**src/inc/dsc_pkg.sv**
```systemverilog
// constants, state types and helpers for the dual converter control block
// assumes one 50 MHz system clock; all host pins arrive asynchronously
`default_nettype none

package dsc_pkg;
    localparam int CLK_HZ = 50_000_000;
    localparam int CONV_CYCLES = 12;
    localparam int PRECHARGE_CYCLES = 1;
    localparam int MIN_PERIOD_CYCLES = 16;
    localparam int SAMPLE_CYCLES = MIN_PERIOD_CYCLES - CONV_CYCLES - PRECHARGE_CYCLES;
    localparam logic [3:0] CONV_LAST = 4'(CONV_CYCLES - 1);
    localparam logic [3:0] SAR_MSB = 4'h0b;

    localparam int CFG_BITS = 12;
    localparam logic [3:0] APPLY_LAST = 4'(CFG_BITS - 1);
    localparam logic [11:0] CFG_RESET = 12'h000;
    localparam int CH_HI_POS = 11;
    localparam int CH_LO_POS = 10;
    localparam int REF_PD_POS = 4;
    localparam int ACT_MSB = 2;
    localparam logic [2:0] ACT_DAC_WRITE = 3'h1;
    localparam logic [2:0] ACT_RESET = 3'h5;

    localparam int DAC_BITS = 10;
    localparam int DAC_STEP_UV = 2440;
    localparam int DAC_MIN_UV = 500_000;
    localparam logic [9:0] DAC_RESET = 10'h3ff;
    localparam logic [9:0] DAC_MIN_CODE = 10'((DAC_MIN_UV + DAC_STEP_UV - 1) / DAC_STEP_UV);

    localparam logic [1:0] POS_P0P = 2'h0;
    localparam logic [1:0] POS_P1N = 2'h1;
    localparam logic [1:0] POS_P1P = 2'h2;
    localparam logic NEG_P0N = 1'b0;
    localparam logic NEG_P1N = 1'b1;
    localparam logic [2:0] SYNC_RESET = 3'h0;

    typedef enum logic [1:0] {PH_ACQUIRE, PH_HOLD, PH_CONVERT, PH_PRECHARGE} dsc_phase_t;

    typedef struct packed {
        logic [2:0] clk_sync;
        logic [2:0] cs_sync;
        logic [2:0] rd_sync;
        logic [2:0] sdi_sync;
        logic [2:0] pd_sync;
        logic clk_lvl;
        logic cs_lvl;
        logic rd_lvl;
        logic sdi_lvl;
        logic pd_lvl;
        logic clk_rise;
        logic clk_fall;
        logic cs_rise;
        dsc_phase_t phase;
        logic [3:0] step;
        logic busy;
        logic hold;
        logic precharge;
        logic sar_active;
        logic [3:0] sar_bit;
        logic [1:0] ch_sel;
        logic ref_pd;
        logic [9:0] dac_code;
        logic dac_pending;
        logic soft_rst;
        logic [1:0] mux_pos;
        logic mux_neg;
    } dsc_ctl_t;

    typedef struct packed {
        logic active;
        logic [11:0] shift;
        logic [3:0] fall_cnt;
        logic [3:0] rise_cnt;
        logic apply;
        logic [11:0] word;
    } dsc_cfg_t;

    localparam dsc_ctl_t CTL_RESET = '{phase: PH_ACQUIRE, dac_code: DAC_RESET, default: '0};
    localparam dsc_cfg_t CFG_ST_RESET = '{word: CFG_RESET, default: '0};

    // level changes only once the last two stages agree
    function automatic logic sync_filt(input logic s2, input logic s3, input logic old);
        return (s2 == s3) ? s2 : old;
    endfunction

    // input multiplexer selection from channel code and wiring mode
    function automatic logic [2:0] mux_decode(input logic [1:0] ch, input logic pseudo);
        logic [1:0] pos;
        logic neg;
        pos = (ch == 2'h0) ? POS_P0P : ((ch == 2'h1) ? POS_P1N : POS_P1P);
        neg = (!pseudo && ch == 2'h3) ? NEG_P1N : NEG_P0N;
        return {pos, neg};
    endfunction
endpackage

`default_nettype wire

```
**src/inc/dsc_cfg_if.sv**
```systemverilog
// signals between the sequencer and the serial configuration shifter
// assumes both ends run on the same system clock
`default_nettype none

interface dsc_cfg_if;
    logic clk_rise;
    logic clk_fall;
    logic serial_config_input;
    logic strobe;
    logic apply;
    logic [11:0] word;
    modport ctl (output clk_rise, output clk_fall, output serial_config_input, output strobe,
        input apply, input word);
    modport cfg (input clk_rise, input clk_fall, input serial_config_input, input strobe,
        output apply, output word);
endinterface

`default_nettype wire

```
**src/rtl/dsc_conv_ctl.sv**
```systemverilog
// conversion sequencer for a dual simultaneous-sampling 12-bit converter
// assumes host pins are asynchronous to CLOCK_I and the external clock is slow
//
// How it works
// - conversion start rising edge puts both sample-and-hold stages into hold together.
// - successive approximation begins on the next external clock rising edge.
// - joined strobe changes on rising edge; sampled falling, conversion follows next rise.
// - twelve clocks convert, one pre-charges, three of sixteen remain for sampling.
// - after conversion capacitors pre-charge one clock, then reconnect to multiplexer.
// - busy stays low through acquisition until the next conversion start edge.
// - fully differential: code 00 pair zero, code 11 pair one.
// - pseudo-differential: pair zero negative common; 00, 01, 11 pick positive input.
// - both converters sample and convert from the same start and clock.
// - ten-bit reference DAC code programmed over the serial interface.
// - DAC code comes up at the nominal reference value without programming.
// - reference power-down bit switches the internal reference off.
// - power-on reset resets the whole block; reset action code resets all of it but the input synchronisers.
// - busy rises on entering hold, falls when conversion finishes.
// - twelve-bit word, msb first on falling edges, reset value zero.
// - new settings take effect on the twelfth rising edge after the strobe.
`default_nettype none

module dsc_conv_ctl
    import dsc_pkg::*;
(
    input wire logic CLOCK_I,
    input wire logic SYS_RST_I,
    input wire logic EXT_CLOCK_I,
    input wire logic CONVERSION_START_I,
    input wire logic READ_STROBE_I,
    input wire logic SERIAL_CONFIG_INPUT_I,
    input wire logic PSEUDO_DIFF_I,
    output logic BUSY_O,
    output logic HOLD_O,
    output logic PRECHARGE_O,
    output logic SAR_ACTIVE_O,
    output logic [3:0] SAR_BIT_O,
    output logic [1:0] MUX_POS_O,
    output logic MUX_NEG_O,
    output logic [9:0] DAC_CODE_O,
    output logic REFERENCE_OFF_O,
    output logic SOFT_RESET_O
);
    dsc_ctl_t st;
    dsc_ctl_t next_st;
    dsc_cfg_if cfg_bus ();

    dsc_cfg_shift u_shift (
        .clk_i(CLOCK_I),
        .rst_i(SYS_RST_I || st.soft_rst),
        .cfg(cfg_bus.cfg)
    );

    assign cfg_bus.clk_rise = st.clk_rise;
    assign cfg_bus.clk_fall = st.clk_fall;
    assign cfg_bus.serial_config_input = st.sdi_lvl;
    assign cfg_bus.strobe = st.rd_lvl;

    always_comb begin
        logic [2:0] mux;
        mux = 3'h0;
        next_st = st;
        next_st.clk_sync = {st.clk_sync[1:0], EXT_CLOCK_I};
        next_st.cs_sync = {st.cs_sync[1:0], CONVERSION_START_I};
        next_st.rd_sync = {st.rd_sync[1:0], READ_STROBE_I};
        next_st.sdi_sync = {st.sdi_sync[1:0], SERIAL_CONFIG_INPUT_I};
        next_st.pd_sync = {st.pd_sync[1:0], PSEUDO_DIFF_I};
        next_st.clk_lvl = sync_filt(st.clk_sync[1], st.clk_sync[2], st.clk_lvl);
        next_st.cs_lvl = sync_filt(st.cs_sync[1], st.cs_sync[2], st.cs_lvl);
        next_st.rd_lvl = sync_filt(st.rd_sync[1], st.rd_sync[2], st.rd_lvl);
        next_st.sdi_lvl = sync_filt(st.sdi_sync[1], st.sdi_sync[2], st.sdi_lvl);
        next_st.pd_lvl = sync_filt(st.pd_sync[1], st.pd_sync[2], st.pd_lvl);
        next_st.clk_rise = next_st.clk_lvl && !st.clk_lvl;
        next_st.clk_fall = !next_st.clk_lvl && st.clk_lvl;
        next_st.cs_rise = next_st.cs_lvl && !st.cs_lvl;

        case (st.phase)
            PH_ACQUIRE: begin
                if (st.cs_rise) begin
                    next_st.phase = PH_HOLD;
                    next_st.hold = 1'b1;
                    next_st.busy = 1'b1;
                end
            end
            PH_HOLD: begin
                if (st.clk_rise) begin
                    next_st.phase = PH_CONVERT;
                    next_st.sar_active = 1'b1;
                    next_st.sar_bit = SAR_MSB;
                    next_st.step = 4'h0;
                end
            end
            PH_CONVERT: begin
                if (st.clk_rise) begin
                    if (st.step == CONV_LAST) begin
                        next_st.phase = PH_PRECHARGE;
                        next_st.busy = 1'b0;
                        next_st.sar_active = 1'b0;
                        next_st.sar_bit = 4'h0;
                        next_st.precharge = 1'b1;
                    end else begin
                        next_st.step = st.step + 4'h1;
                        next_st.sar_bit = st.sar_bit - 4'h1;
                    end
                end
            end
            PH_PRECHARGE: begin
                if (st.clk_rise) begin
                    next_st.phase = PH_ACQUIRE;
                    next_st.precharge = 1'b0;
                    next_st.hold = 1'b0;
                end
            end
            default: begin
                next_st.phase = PH_ACQUIRE;
            end
        endcase

        next_st.soft_rst = 1'b0;
        if (cfg_bus.apply) begin
            if (st.dac_pending) begin
                next_st.dac_code = cfg_bus.word[DAC_BITS-1:0];
                next_st.dac_pending = 1'b0;
            end else begin
                next_st.ch_sel = {cfg_bus.word[CH_HI_POS], cfg_bus.word[CH_LO_POS]};
                next_st.ref_pd = cfg_bus.word[REF_PD_POS];
                case (cfg_bus.word[ACT_MSB:0])
                    ACT_DAC_WRITE: next_st.dac_pending = 1'b1;
                    ACT_RESET: next_st.soft_rst = 1'b1;
                    default: next_st.dac_pending = 1'b0;
                endcase
            end
        end

        if (st.soft_rst) begin
            next_st.phase = PH_ACQUIRE;
            next_st.step = 4'h0;
            next_st.busy = 1'b0;
            next_st.hold = 1'b0;
            next_st.precharge = 1'b0;
            next_st.sar_active = 1'b0;
            next_st.sar_bit = 4'h0;
            next_st.ch_sel = CFG_RESET[CH_HI_POS:CH_LO_POS];
            next_st.ref_pd = CFG_RESET[REF_PD_POS];
            next_st.dac_code = DAC_RESET;
            next_st.dac_pending = 1'b0;
        end

        mux = mux_decode(next_st.ch_sel, next_st.pd_lvl);
        next_st.mux_pos = mux[2:1];
        next_st.mux_neg = mux[0];
    end

    always_ff @(posedge CLOCK_I) begin
        if (SYS_RST_I) begin
            st <= CTL_RESET;
        end else begin
            st <= next_st;
        end
    end

    assign BUSY_O = st.busy;
    assign HOLD_O = st.hold;
    assign PRECHARGE_O = st.precharge;
    assign SAR_ACTIVE_O = st.sar_active;
    assign SAR_BIT_O = st.sar_bit;
    assign MUX_POS_O = st.mux_pos;
    assign MUX_NEG_O = st.mux_neg;
    assign DAC_CODE_O = st.dac_code;
    assign REFERENCE_OFF_O = st.ref_pd;
    assign SOFT_RESET_O = st.soft_rst;
endmodule

`default_nettype wire

```
**src/rtl/dsc_cfg_shift.sv**
```systemverilog
// serial configuration shifter: 12-bit word, msb first, one apply pulse
// assumes edge pulses already synchronised by the sequencer
`default_nettype none

module dsc_cfg_shift
    import dsc_pkg::*;
(
    input wire logic clk_i,
    input wire logic rst_i,
    dsc_cfg_if.cfg cfg
);
    dsc_cfg_t st;
    dsc_cfg_t next_st;

    always_comb begin
        next_st = st;
        next_st.apply = 1'b0;
        if (cfg.clk_fall && cfg.strobe) begin
            next_st.active = 1'b1;
            next_st.shift = {st.shift[10:0], cfg.serial_config_input};
            next_st.fall_cnt = 4'h1;
            next_st.rise_cnt = 4'h0;
        end else if (st.active && cfg.clk_fall && st.fall_cnt < 4'(CFG_BITS)) begin
            next_st.shift = {st.shift[10:0], cfg.serial_config_input};
            next_st.fall_cnt = st.fall_cnt + 4'h1;
        end
        if (st.active && cfg.clk_rise) begin
            if (st.rise_cnt == APPLY_LAST) begin
                next_st.apply = 1'b1;
                next_st.word = st.shift;
                next_st.active = 1'b0;
            end else begin
                next_st.rise_cnt = st.rise_cnt + 4'h1;
            end
        end
    end

    always_ff @(posedge clk_i) begin
        if (rst_i) begin
            st <= CFG_ST_RESET;
        end else begin
            st <= next_st;
        end
    end

    assign cfg.apply = st.apply;
    assign cfg.word = st.word;
endmodule

`default_nettype wire

```
**config.mk**
```make
export PLATFORM = sky130hd
export DESIGN_NAME = dsc_conv_ctl
export DESIGN_NICKNAME = d
export VERILOG_FILES = /design/src/inc/dsc_pkg.sv /design/src/inc/dsc_cfg_if.sv /design/src/rtl/dsc_conv_ctl.sv /design/src/rtl/dsc_cfg_shift.sv
export SDC_FILE = /design/constraint.sdc
export NUM_CORES = 1
export LEC_CHECK = 0
export BUFFER_PORTS_ARGS = -buffer_cell sky130_fd_sc_hd__clkbuf_2
export CAP_MARGIN = 15
export CELL_PAD_IN_SITES_DETAIL_PLACEMENT = 2
export CELL_PAD_IN_SITES_GLOBAL_PLACEMENT = 2
export CORE_MARGIN = 5
export CORE_UTILIZATION = 30
export CTS_BUF_LIST = sky130_fd_sc_hd__clkbuf_4 sky130_fd_sc_hd__clkbuf_8
export DETAILED_ROUTE_END_ITERATION = 16
export PLACE_DENSITY_LB_ADDON = 0.08
export SYNTH_ARGS = -nofsm -noshare
export SYNTH_HDL_FRONTEND = slang
export SYNTH_SLANG_ARGS = --single-unit
```
**constraint.sdc**
```tcl
create_clock -name CLOCK_I -period 1.5 [get_ports CLOCK_I]
set_input_delay 0.075 -clock CLOCK_I [delete_from_list [all_inputs] [get_ports CLOCK_I]]
set_output_delay 0.075 -clock CLOCK_I [all_outputs]
set_load 0.1 [all_outputs]
```
* Yosys cells after proc, flatten, opt, wreduce, memory -nomap -nowiden
Index checks and enable logic that the tools add are counted.
** Storage, ports and cells
- Logic and storage cells :: 137
- Flip-flop bits (word level) :: 89
- Output and inout bits :: 23
- Input bits :: 7
** Operators by class
- $lt $le $gt $ge :: 1
- Reductions and logical operators :: 35
- Muxes and demuxes :: 40
- Bitwise logic cells :: 3
- Equal/unequal tests :: 20
- Add/sub/neg operators :: 4
** Operator list (number)
- 16-bit 2-to-1 mux :: 2
- 17-bit 2-to-1 mux :: 1
- 4-bit 2-to-1 mux :: 4
- 4-bit AND reduction :: 4
- 15-bit 2-to-1 mux :: 1
- 14-bit 2-to-1 mux :: 1
- 13-bit 2-to-1 mux :: 1
- 4-bit by 1-bit adder with 4-bit output, second input constant :: 3
- 1-bit 2-to-1 mux :: 12
- 2-bit 2-to-1 mux :: 6
- 6-bit 2-to-1 mux :: 2
- 2-bit inequality test, second input constant :: 6
- 10-bit 2-to-1 mux :: 1
- 5-bit case mux with 2 select lines :: 1
- 2-bit nonzero test :: 5
- 4-bit equality test, second input constant :: 2
- 1-bit logical AND :: 8
- 2-bit case mux with 4 select lines :: 1
- 4-bit case mux with 2 select lines :: 1
- 2-bit OR reduction :: 4
- 7-bit 2-to-1 mux :: 1
- 2-bit equality test, second input constant :: 3
- 1-bit case mux with 2 select lines :: 3
- 2-bit AND reduction :: 3
- other kinds (15) :: 27

* Logic depth before layout (Yosys ltp)
Gate-level depths: netlist (run 1).
- Depth after elaboration :: 8
- Gate-level depth with buffers :: 6
- Depth with buffers taken out :: 6

* Hierarchy
A second synthesis (run 1) with hierarchy kept.
** Second synthesis, totals
- Cell total of the unflattened synthesis :: 375
- Area, all modules :: 3649.8 um^2
** By module, submodules not included
- dsc_conv_ctl :: seq. area each 1101.1 um^2, cells each 241, instances 1, area an instance 2193.4 um^2
- dsc_cfg_shift :: seq. area each 680.7 um^2, cells each 134, instances 1, area an instance 1456.4 um^2

* Worst setup path after synthesis (run 1)
No wires, ideal clock.
- Kind :: flip-flop to flip-flop
- Start point :: reg st (netlist bit SOFT_RESET_O)
- End point :: reg st[27] (netlist name)
- Cell stages (with the launch flop) :: 5
- Setup slack :: -0.213 ns
- Library setup time :: 0.117 ns
- Clock period less this slack :: 1.713 ns
- Path buffers :: 1
- Required time :: 1.383 ns
- Arrival :: 1.595 ns
- Path through :: dfxtp_1 > or2_1 > buf_2 > nor3_1 > a32o_1
** On the way
- Cells in the longest elaborated chain, start to end :: 1
** RTL lines
- start: declaration :: line dsc_conv_ctl.sv:44 : dsc_ctl_t st;
- start signal: assignment :: line dsc_conv_ctl.sv:158 : st <= next_st;
- 2-bit OR reduction (no source line)
No other way between the ends.
A chain may end at the register's enable or synchronous reset.

* Worst setup path in the final report (run 1)
- Start point :: reg st[26] (netlist name)
- End point :: reg st[31] (netlist name)
** On the way
- Cells in the longest elaborated chain, start to end :: 3
** RTL lines
- 4-bit equality test :: line dsc_conv_ctl.sv:95 : if (st.step == CONV_LAST) begin
- 2-bit inequality test (no source line)
- 5-bit AND reduction (no source line)
No other way between the ends.

==> flow_summary.toml, run 1 <==
[worst_setup_path]
crit_arrival_ns = 1.71
crit_chain = "ha_1, and3b_2, buf_4, o221ai_2, nand3_1, o21ai_1"
critPathMaxStageDelay_ns = 0.35
required_ns = 1.79
crit_type = "reg2reg"
path_max_fanout = 5
start_kind = "register"
slowest_stage = "dfxtp_2"
crit_path_end_kind = "register"

[finish]
diodes = 0
nNetsFinal = 445
final_core_util_pct = 34.5
drive_gt1_share_pct = 22.1
area_delta_synth_final_pct = 14.3
design_area_um2 = 4110

[clock_network]
cts_made_buffers = 9
clock-sinks = 89
cts_tree = "built"
clock_latency_ns = 0.36
root_buffer = "clkbuf_8"
path_clk_slew_ns = 0.08
cts_max_level = 3
clockBufferDepth = 2

[power_and_ir_drop]
irDropWorstVdd_v = 0.000416
seq_power_share_pct = 57.1
powerDensity_nw_per_um2 = 1030
switchingPower_uw = 1080
power.share.combinational_pct = 7.4
p_leak_uw = 0.00155
pwr-share-clk_pct = 35.4
p_int_uw = 3140
switching_share_pct = 25.7

[logic_synthesis]
syn_area_per_cell_um2 = 9.00
seq_area_frac_synth_pct = 49.5
synth_edf_count = 0
synthSimpleGateAreaFrac_pct = 23.1
synth_xor_area_share_pct = 0.487
synth_cells = 400
synth_flop_cell = "dfxtp_1"
synth_top_area_share_pct = 49.5
ys_ff_latch = 89
synth-adder-area-share_pct = 3.13
yosys.cell_types.count = 53
yosysWarningCount = 0
synth_top_family_by_area = "simple AND/OR/NAND/NOR gates"
synthMuxAreaShare_pct = 1.91
yosys.area.top_type = "dfxtp_1"
synth_area_leaders = "dfxtp_1, nand2_1, nand3_1"
synth_compound_area_share_pct = 13.9
syn-cell-area_um2 = 3600
async_flop_share_pct = 0
syn-num-nets = 416

[global_route]
grt_pass1_vias = 2930
grt_remaining_overflow = 0
grt_antenna_before_repair = 0
gr-usage-all-layers_pct = 12.4
grt_max_degree = 46
grt_pass1_wl_um = 14300

[timing]
hold_viol_final = 0
setup_viol_count_final = 0
period_share_pct = 94.7
period_needed_ns = 1.42
tns_ns = 0
finalMaxSlewViolations = 0
slew-limit-headroom_pct = 63.6
worstMarginPinSlew_ns = 0.548
rsz0062_at_grt = "yes"
skew_ns = 0.00890
max_freq_ghz = 0.704
layout_setup_ws_ns = 0.0791

[floorplanning]
core_um2 = 11900
die_w_um = 120
rows = 40
start_util_pct = 30.2
die-height_um = 120
dieArea_um2 = 14300
io_pins = 30

[placed_design]
preCtsSetupSlack_ns = -0.0434
place_hpwl_um = 5770
gp_congestion = 0.689
port_buffers = 29
dpl-instance-area_um2 = 3850

[route]
dr.first_iter.drc_count = 116
drt_wl_total_um = 8160
post_drt_via_cell_ratio = 4.82
drc_errors = 0
firstDrtPassIters = 4
drt-wirelength-per-cell_um = 14.0
vias = 2799
ant_nets = 0

[run]
drv_cap = 0

[run_status]
status = "finished, final reports clean"

[min_path]
hold_class = "reg2reg"
==> synthesized netlist by cell type, drive strengths merged (2+ instances only) <==
cell	n
ha	9
and3	3
nand3	30
a31oi	2
o21ai	30
nand4	3
nand2b	3
o31ai	2
xor2	2
nor3	12
and2	3
clkbuf	5
nor2	20
nor4b	2
dfxtp	89
mux2i	5
inv	7
buf	32
a21oi	28
nand2	76
nor2b	16
nand3b	2
==> worst max-delay path: cells and delay by family, from the launching register on <==
kind            cells  cell delay [ns]
compound gates      2             0.28
fa+ha+maj           1             0.22
buf+inv             1             0.16
flops               1             0.35
simple gates        2             0.34
==> logic make-up after synthesis <==
family / after synthesis
AND/OR/NAND/NOR: 174
multiplexers: 6
AO/OA/AOI/OAI: 76
buffers and inverters: 44
adder cells (fa/ha/maj): 9
XOR/XNOR: 2
flip-flops: 89
==> cells in the final DEF, fill, tap and decap left out, types with 2 or more instances in the layout <==
cell,count
mux2i_2,2
nor3_1,10
dfxtp_1,85
nand2b_1,3
nor4b_1,2
a31oi_1,2
o21ai_0,24
o21ai_1,5
dfxtp_2,4
nor3_2,2
clkbuf_8,9
clkbuf_2,29
nor2b_1,15
xor2_1,2
buf_4,17
dlygate4sd3_1,6
nand3b_1,2
buf_12,3
nand2_1,76
and2_1,2
clkinv_2,2
mux2i_1,3
a21oi_2,10
a21oi_1,18
nor2_1,19
nand3_1,30
ha_1,8
inv_1,7
and3_1,2
nand4_1,3
clkinvlp_4,2
==> through the flow <==
step	cells	hold WS [ns]	power, µW
final	581	0.418	4220
after global routing	581	0.445	4470
after CTS	581	0.424	4330
after detailed placement	558	0.299	2760
after global placement	558	0.285	2750
after floorplan	400	0.203	2660
==> worst paths after layout <==
| kind | slack [ns] | endpoint | startpoint | cells after the start |
|---|---|---|---|---|
| setup / recovery | 0.08 | st[31]$_SDFFE_PP0P_ | st[26]$_SDFFE_PP0P_ | 6 |
| hold / removal | 0.42 | st[32]$_SDFF_PP0_ | st[38]$_SDFF_PP0_ | 1 |
| setup reg to reg | 0.08 | st[31]$_SDFFE_PP0P_ | st[26]$_SDFFE_PP0P_ | 6 |
| hold reg to reg | 0.42 | st[32]$_SDFF_PP0_ | st[38]$_SDFF_PP0_ | 1 |
==> registers in the layout (all words and copies together), names as in the netlist, 2 cells and up <==
name and cells:
DAC_CODE_O 10, MUX_POS_O 2, SAR_BIT_O 4, next_st 10
st 18, u_shift.cfg.word 12, u_shift.st 21
==> layer usage <==
| layer | vias to the layer above | wire length, µm | part of all wire, % | global-route usage [%] |
|---|---|---|---|---|
| li1 | 1392 | - | - | - |
| met1 | 1373 | 3870 | 47 | 15.5 |
| met2 | 21 | 3950 | 48 | 20.4 |
| met3 | 13 | 183 | 2.2 | 2.83 |
| met4 | 0 | 159 | 1.9 | 5.80 |
| met5 | - | 0 | 0 | 0 |
==> cell type report <==
type	count	area (µm²)
flip-flops and latches	89	1790
clock inverters	6	42.5
fillers	1366	7800
repair buffers	55	393
multi-input cells	267	1550
inverters	7	26.3
clock buffers	10	131
well taps	147	184
==> power groups by stage <==
stage	Sequential, µW	Clock, µW	Combinational, µW
final	2410	1500	314
after global routing	2420	1700	349
after CTS	2410	1600	319
after detailed placement	2470	0	288
after global placement	2470	0	282
after floorplan	2510	0	156
==> what timing repair did <==
| action | 4_1_cts | 5_1_grt |
|---|---|---|
| setup endpoints to repair | 1 | 12 |
| resized for setup | 2 | 6 |
| pin swaps | 1 | 2 |
| setup buffers | 1 | 0 |
| endpoints found under the hold margin | 8 | 0 |
| hold buffers | 6 | 0 |
| gates cloned | 0 | 0 |
Power figures use the tool's default switching activity.
==> run 2: changes to the inputs <==
PLACE_DENSITY = 0.7   (was not set)
PLACE_DENSITY_LB_ADDON = not set   (was 0.08)
==> flow_summary.toml, run 2 (synthesized netlist as in run 1, its figures left out) <==
[run_status]
status = "finished, final reports clean"

[route]
drt-wirelength-per-cell_um = 14.2
dr.first_iter.drc_count = 73
drt_wl_total_um = 8220
drc_errors = 0
ant_nets = 0
post_drt_via_cell_ratio = 4.85
vias = 2806
firstDrtPassIters = 4

[floorplanning]
io_pins = 30
rows = 40
start_util_pct = 30.2
die-height_um = 120
core_um2 = 11900
die_w_um = 120
dieArea_um2 = 14300

[placed_design]
gp_congestion = 0.734
port_buffers = 29
place_hpwl_um = 5940
dpl-instance-area_um2 = 3820

[finish]
drive_gt1_share_pct = 21.6
final_core_util_pct = 34.2
diodes = 0
area_delta_synth_final_pct = 13.2
largest_register = "u_shift.st"
nNetsFinal = 443
largest_register_ffs = 21
fill_cells = 1358
final_cell_mix = "dfxtp_1, nand2_1, nand3_1"
sequential_cell_area_um2 = 1780
design_area_um2 = 4080
final_common_cell = "dfxtp_1"
multi_input_comb_area_um2 = 1560

[worst_setup_path]
path_max_fanout = 6
crit_arrival_ns = 1.73
required_ns = 1.79
crit_path_end_kind = "register"
start_kind = "register"
crit_type = "reg2reg"

[timing]
skew_ns = 0.0131
period_needed_ns = 1.44
max_freq_ghz = 0.694
tns_ns = 0
period_share_pct = 96.1
setup_viol_count_final = 0
rsz0062_at_grt = "yes"
finalMaxSlewViolations = 0
worstMarginPinSlew_ns = 0.566
slew-limit-headroom_pct = 62.2
hold_viol_final = 0
whs_ns = 0.0999

[global_route]
grt_max_degree = 26
grt_pass1_wl_um = 14000
grt_pass1_vias = 2959
grt_remaining_overflow = 0
grt_antenna_before_repair = 0
gr-usage-all-layers_pct = 12.1

[power_and_ir_drop]
powerDensity_nw_per_um2 = 1040
p_leak_uw = 0.00154
irDropWorstVdd_v = 0.000398
power_uw = 4240

[clock_network]
root_buffer = "clkbuf_8"
cts_tree = "built"
path_clk_slew_ns = 0.09
cts_max_level = 3
clock-sinks = 89
cts_made_buffers = 9
clockBufferDepth = 2
clock_latency_ns = 0.37

[run]
drv_cap = 0

[min_path]
hold_class = "in2reg"
## run 2: final cells by class
class | instances | share of cell area, %
clock inverters | 4 | 0.737
clock buffers | 11 | 3.56
repair buffers | 53 | 8.60
well taps | 147 | 4.51
multi-input cells | 267 | 38.2
inverters | 7 | 0.645
flip-flops and latches | 89 | 43.8
## run 2: final timing paths
check / start / endpoint / slack, ns / cells after the start
worst max-delay path: st[31]$_SDFFE_PP0P_ / st[28]$_SDFFE_PP0P_ / 0.06 / 6
worst min-delay path: SYS_RST_I / cfg_bus.serial_config_input$_SDFFE_PP0N_ / 0.1 / 3
worst max register to register: st[31]$_SDFFE_PP0P_ / st[28]$_SDFFE_PP0P_ / 0.06 / 6
worst min register to register: st[38]$_SDFF_PP0_ / st[32]$_SDFF_PP0_ / 0.42 / 1
## run 2: layer usage
layer / routed length, µm / vias up / GRT usage, %
li1: - / 1393 / -
met1: 3690 / 1373 / 14.0
met2: 4130 / 26 / 21.1
met3: 238 / 14 / 3.06
met4: 174 / 0 / 5.37
met5: 0 / - / 0
## run 2: metrics by stage
| stage | instances | setup WS, ns |
|---|---|---|
| after floorplan | 400 | 0.119 |
| after global placement | 558 | 0.0399 |
| after detailed placement | 558 | -0.0322 |
| after CTS | 578 | 0.00967 |
| after global routing | 578 | -0.0358 |
| final | 578 | 0.0589 |
## run 2: report_power, final
part / internal [µW] / switching, µW / leakage [µW]
Combinational: 114 / 193 / 0.000728
Clock: 660 / 861 / 0.0000888
Sequential: 2390 / 19.8 / 0.000721
## run 2: repair_timing
action                                  4_1_cts  5_1_grt
gates cloned                                  0        0
endpoints found under the setup margin        2        5
hold buffers                                  5        0
gates resized for setup                       3        4
setup buffers                                 0        0
endpoints found under the hold margin         5        0
pin swaps                                     0        0
## run 2: critical path, stage by stage, from the launching register on
cell and delay, ns:
dfxtp_1 0.35, inv_1 0.12, ha_2 0.24, o21a_4 0.18, nand2_1 0.08, a211o_1 0.27
a21oi_1 0.13
==> run 3: changes to the inputs <==
PLACE_DENSITY = 0.69   (was 0.7)
SYNTH_HIERARCHICAL = 1   (was not set)
==> flow_summary.toml, run 3 <==
[finish]
drive_gt1_share_pct = 19.1
final_cell_mix = "dfxtp_1, nand2_1, clkbuf_2"
area_delta_synth_final_pct = 11.2
largest_register_ffs = 21
final_common_cell = "dfxtp_1"
diodes = 0
fill_cells = 1298
nNetsFinal = 403
largest_register = "u_shift/st"

[clock_network]
clock_latency_ns = 0.37
root_buffer = "clkbuf_8"
clockBufferDepth = 2
path_clk_slew_ns = 0.09
clock-sinks = 89
cts_made_buffers = 9
cts_max_level = 3
cts_tree = "built"

[floorplanning]
core_um2 = 12000
die_w_um = 120
rows = 40
die-height_um = 120
dieArea_um2 = 14500
start_util_pct = 30.5
io_pins = 30

[logic_synthesis]
syn-num-nets = 391
synth_flop_cell = "dfxtp_1"
yosysWarningCount = 6
syn_area_per_cell_um2 = 9.73
synth_edf_count = 0
synth_most_common_cell = "dfxtp_1"
yosys.cell_types.count = 52
ys_ff_latch = 89
async_flop_share_pct = 0
syn-cell-area_um2 = 3650
synth_top_area_share_pct = 48.8
synth_common_cells = "dfxtp_1, nand2_1, buf_4"
synth_cells = 375
yosys.area.top_type = "dfxtp_1"
seq_area_frac_synth_pct = 48.8
synth_area_leaders = "dfxtp_1, buf_4, mux2i_1"

[worst_setup_path]
crit_arrival_ns = 1.67
path_depth = 6
reg2reg_setup_slack_ns = 0.09
cp_top_family = "compound AO/OA/AOI/OAI gates"
critPathLaunch = "st[31]$_SDFFE_PP0P_"
cp_num_buf_inv = 1
r2r_end = "st[30]$_SDFFE_PP0P_"
slowest_stage = "dfxtp_2"
crit_path_end_kind = "register"
reg2regPathDepth = 6
crit_type = "reg2reg"
start_kind = "register"
crit_chain = "inv_1, ha_1, nor3_1, o21ai_1, o31a_1, o21a_1"
endpoint = "st[30]$_SDFFE_PP0P_"
r2r-start = "st[31]$_SDFFE_PP0P_"
critPathMaxStageDelay_ns = 0.37
path_max_fanout = 4
required_ns = 1.76

[timing]
max_freq_ghz = 0.709
tns_ns = 0
layout_setup_ws_ns = 0.0888
period_needed_ns = 1.41
finalMaxSlewViolations = 0
skew_ns = 0.0131
slew-limit-headroom_pct = 63.7
setup_viol_count_final = 0
whs_ns = 0.124
period_share_pct = 94.1
hold_viol_final = 0
worstMarginPinSlew_ns = 0.547

[global_route]
grt_pass1_vias = 2758
grtUsageMet2_pct = 18.6
globalRouteMet3Util_pct = 2.90
top_usage_layer = "met2"
grt_antenna_before_repair = 0
grt_max_degree = 27
grt_pass1_wl_um = 13400
grt_remaining_overflow = 0
gr-usage-met1_pct = 14.4
gr-usage-all-layers_pct = 11.6

[route]
drt-wirelength-per-cell_um = 14.3
drc_errors = 0
vias = 2623
drt_wl_total_um = 7730
post_drt_via_cell_ratio = 4.87
firstDrtPassIters = 4
ant_nets = 0
dr.first_iter.drc_count = 48

[power_and_ir_drop]
p_leak_uw = 0.00160
powerDensity_nw_per_um2 = 1110
irDropWorstVdd_v = 0.000471
power_uw = 4500

[placed_design]
preCtsSetupSlack_ns = -0.0552
port_buffers = 29
gp_congestion = 0.710
place_hpwl_um = 5460

[run_status]
status = "finished, final reports clean"

[min_path]
hold_class = "in2reg"
hold_depth = 4

[run]
drv_cap = 0
==> run 3: cell count changes in the layout (fill, tap and decap cells not counted), sizes merged, moves of 5 or more <==
| cell | before | now |
|---|---|---|
| a22o | 0 | 12 |
| nand2 | 76 | 36 |
| nand2b | 3 | 18 |
| a21oi | 28 | 20 |
| o21ai | 30 | 12 |
| o211ai | 1 | 6 |
| nand3 | 30 | 15 |
| mux2i | 5 | 17 |
| buf | 19 | 13 |
==> run 3: worst min path at each step <==
stage / slack, ns / endpoint / startpoint
6_report: 0.12 / u_shift/st[13]$_SDFF_PP0_ / SYS_RST_I
5_1_grt: 0.13 / u_shift/st[14]$_SDFF_PP0_ / SYS_RST_I
4_1_cts: 0.09 / u_shift/st[13]$_SDFF_PP0_ / SYS_RST_I
3_5_place_dp: 0.29 / next_st[53]$_SDFF_PP0_ / EXT_CLOCK_I
3_3_place_gp: 0.29 / next_st[50]$_SDFF_PP0_ / CONVERSION_START_I
2_1_floorplan: 0.20 / next_st[41]$_SDFF_PP0_ / PSEUDO_DIFF_I
==> run 3: what timing repair did <==
item                                   in CTS  in global routing
setup buffers                               1                  0
setup endpoints to repair                   3                 24
endpoints found under the hold margin       5                  0
gates resized for setup                     2                  7
hold buffers                                5                  0
==> run 3: cells by family (layout without fill, tap and decap cells) <==
family	Yosys count	in the layout	synth area share (%)
buffers and inverters	54	71	10.0
flip-flops	89	89	48.8
AO/OA/AOI/OAI	69	69	13.2
XOR/XNOR	2	2	0.480
multiplexers	18	18	4.97
AND/OR/NAND/NOR	134	134	19.4
adder cells (fa/ha/maj)	9	9	3.09
==> run 3: stage by stage <==
stage | area, µm² | utilization, % | instances
floorplan | 3660 | - | 375
global placement | 3750 | 31.4 | 517
detailed placement | 3750 | 31.4 | 517
CTS | 4040 | 33.8 | 539
global route | 4060 | 33.9 | 539
finish | 4060 | 33.9 | 539
==> run 3: where the power goes <==
group	switching (µW)	total (µW)	internal, µW	leakage [µW]
clock network	892	1860	965	0.000107
registers	19.1	2410	2390	0.000722
logic	148	234	86.1	0.000767
total	1060	4500	3440	0.00160
==> run 3: worst min-delay path: cells and delay by family <==
kind | cells | cell delay (ns)
AO/OA/AOI/OAI | 1 | 0.05
AND/OR/NAND/NOR | 1 | 0.05
buffers and inverters | 2 | 0.26
==> run 3: layout make-up <==
type / instances / area (µm²) / share of cell area (%)
Sequential cell: 89 / 1790 / 44.1
Multi-Input combinational cell: 232 / 1520 / 37.5
Timing Repair Buffer: 47 / 305 / 7.52
Tap cell: 147 / 184 / 4.53
Clock buffer: 10 / 131 / 3.24
Clock inverter: 6 / 92.6 / 2.28
Inverter: 8 / 30.0 / 0.740
==> run 3: per-layer routing <==
metal / part of all wire [%] / up-vias
met5: 0 / -
met4: 2.2 / 0
met3: 3.6 / 14
met2: 45 / 34
met1: 49 / 1291
li1: - / 1284
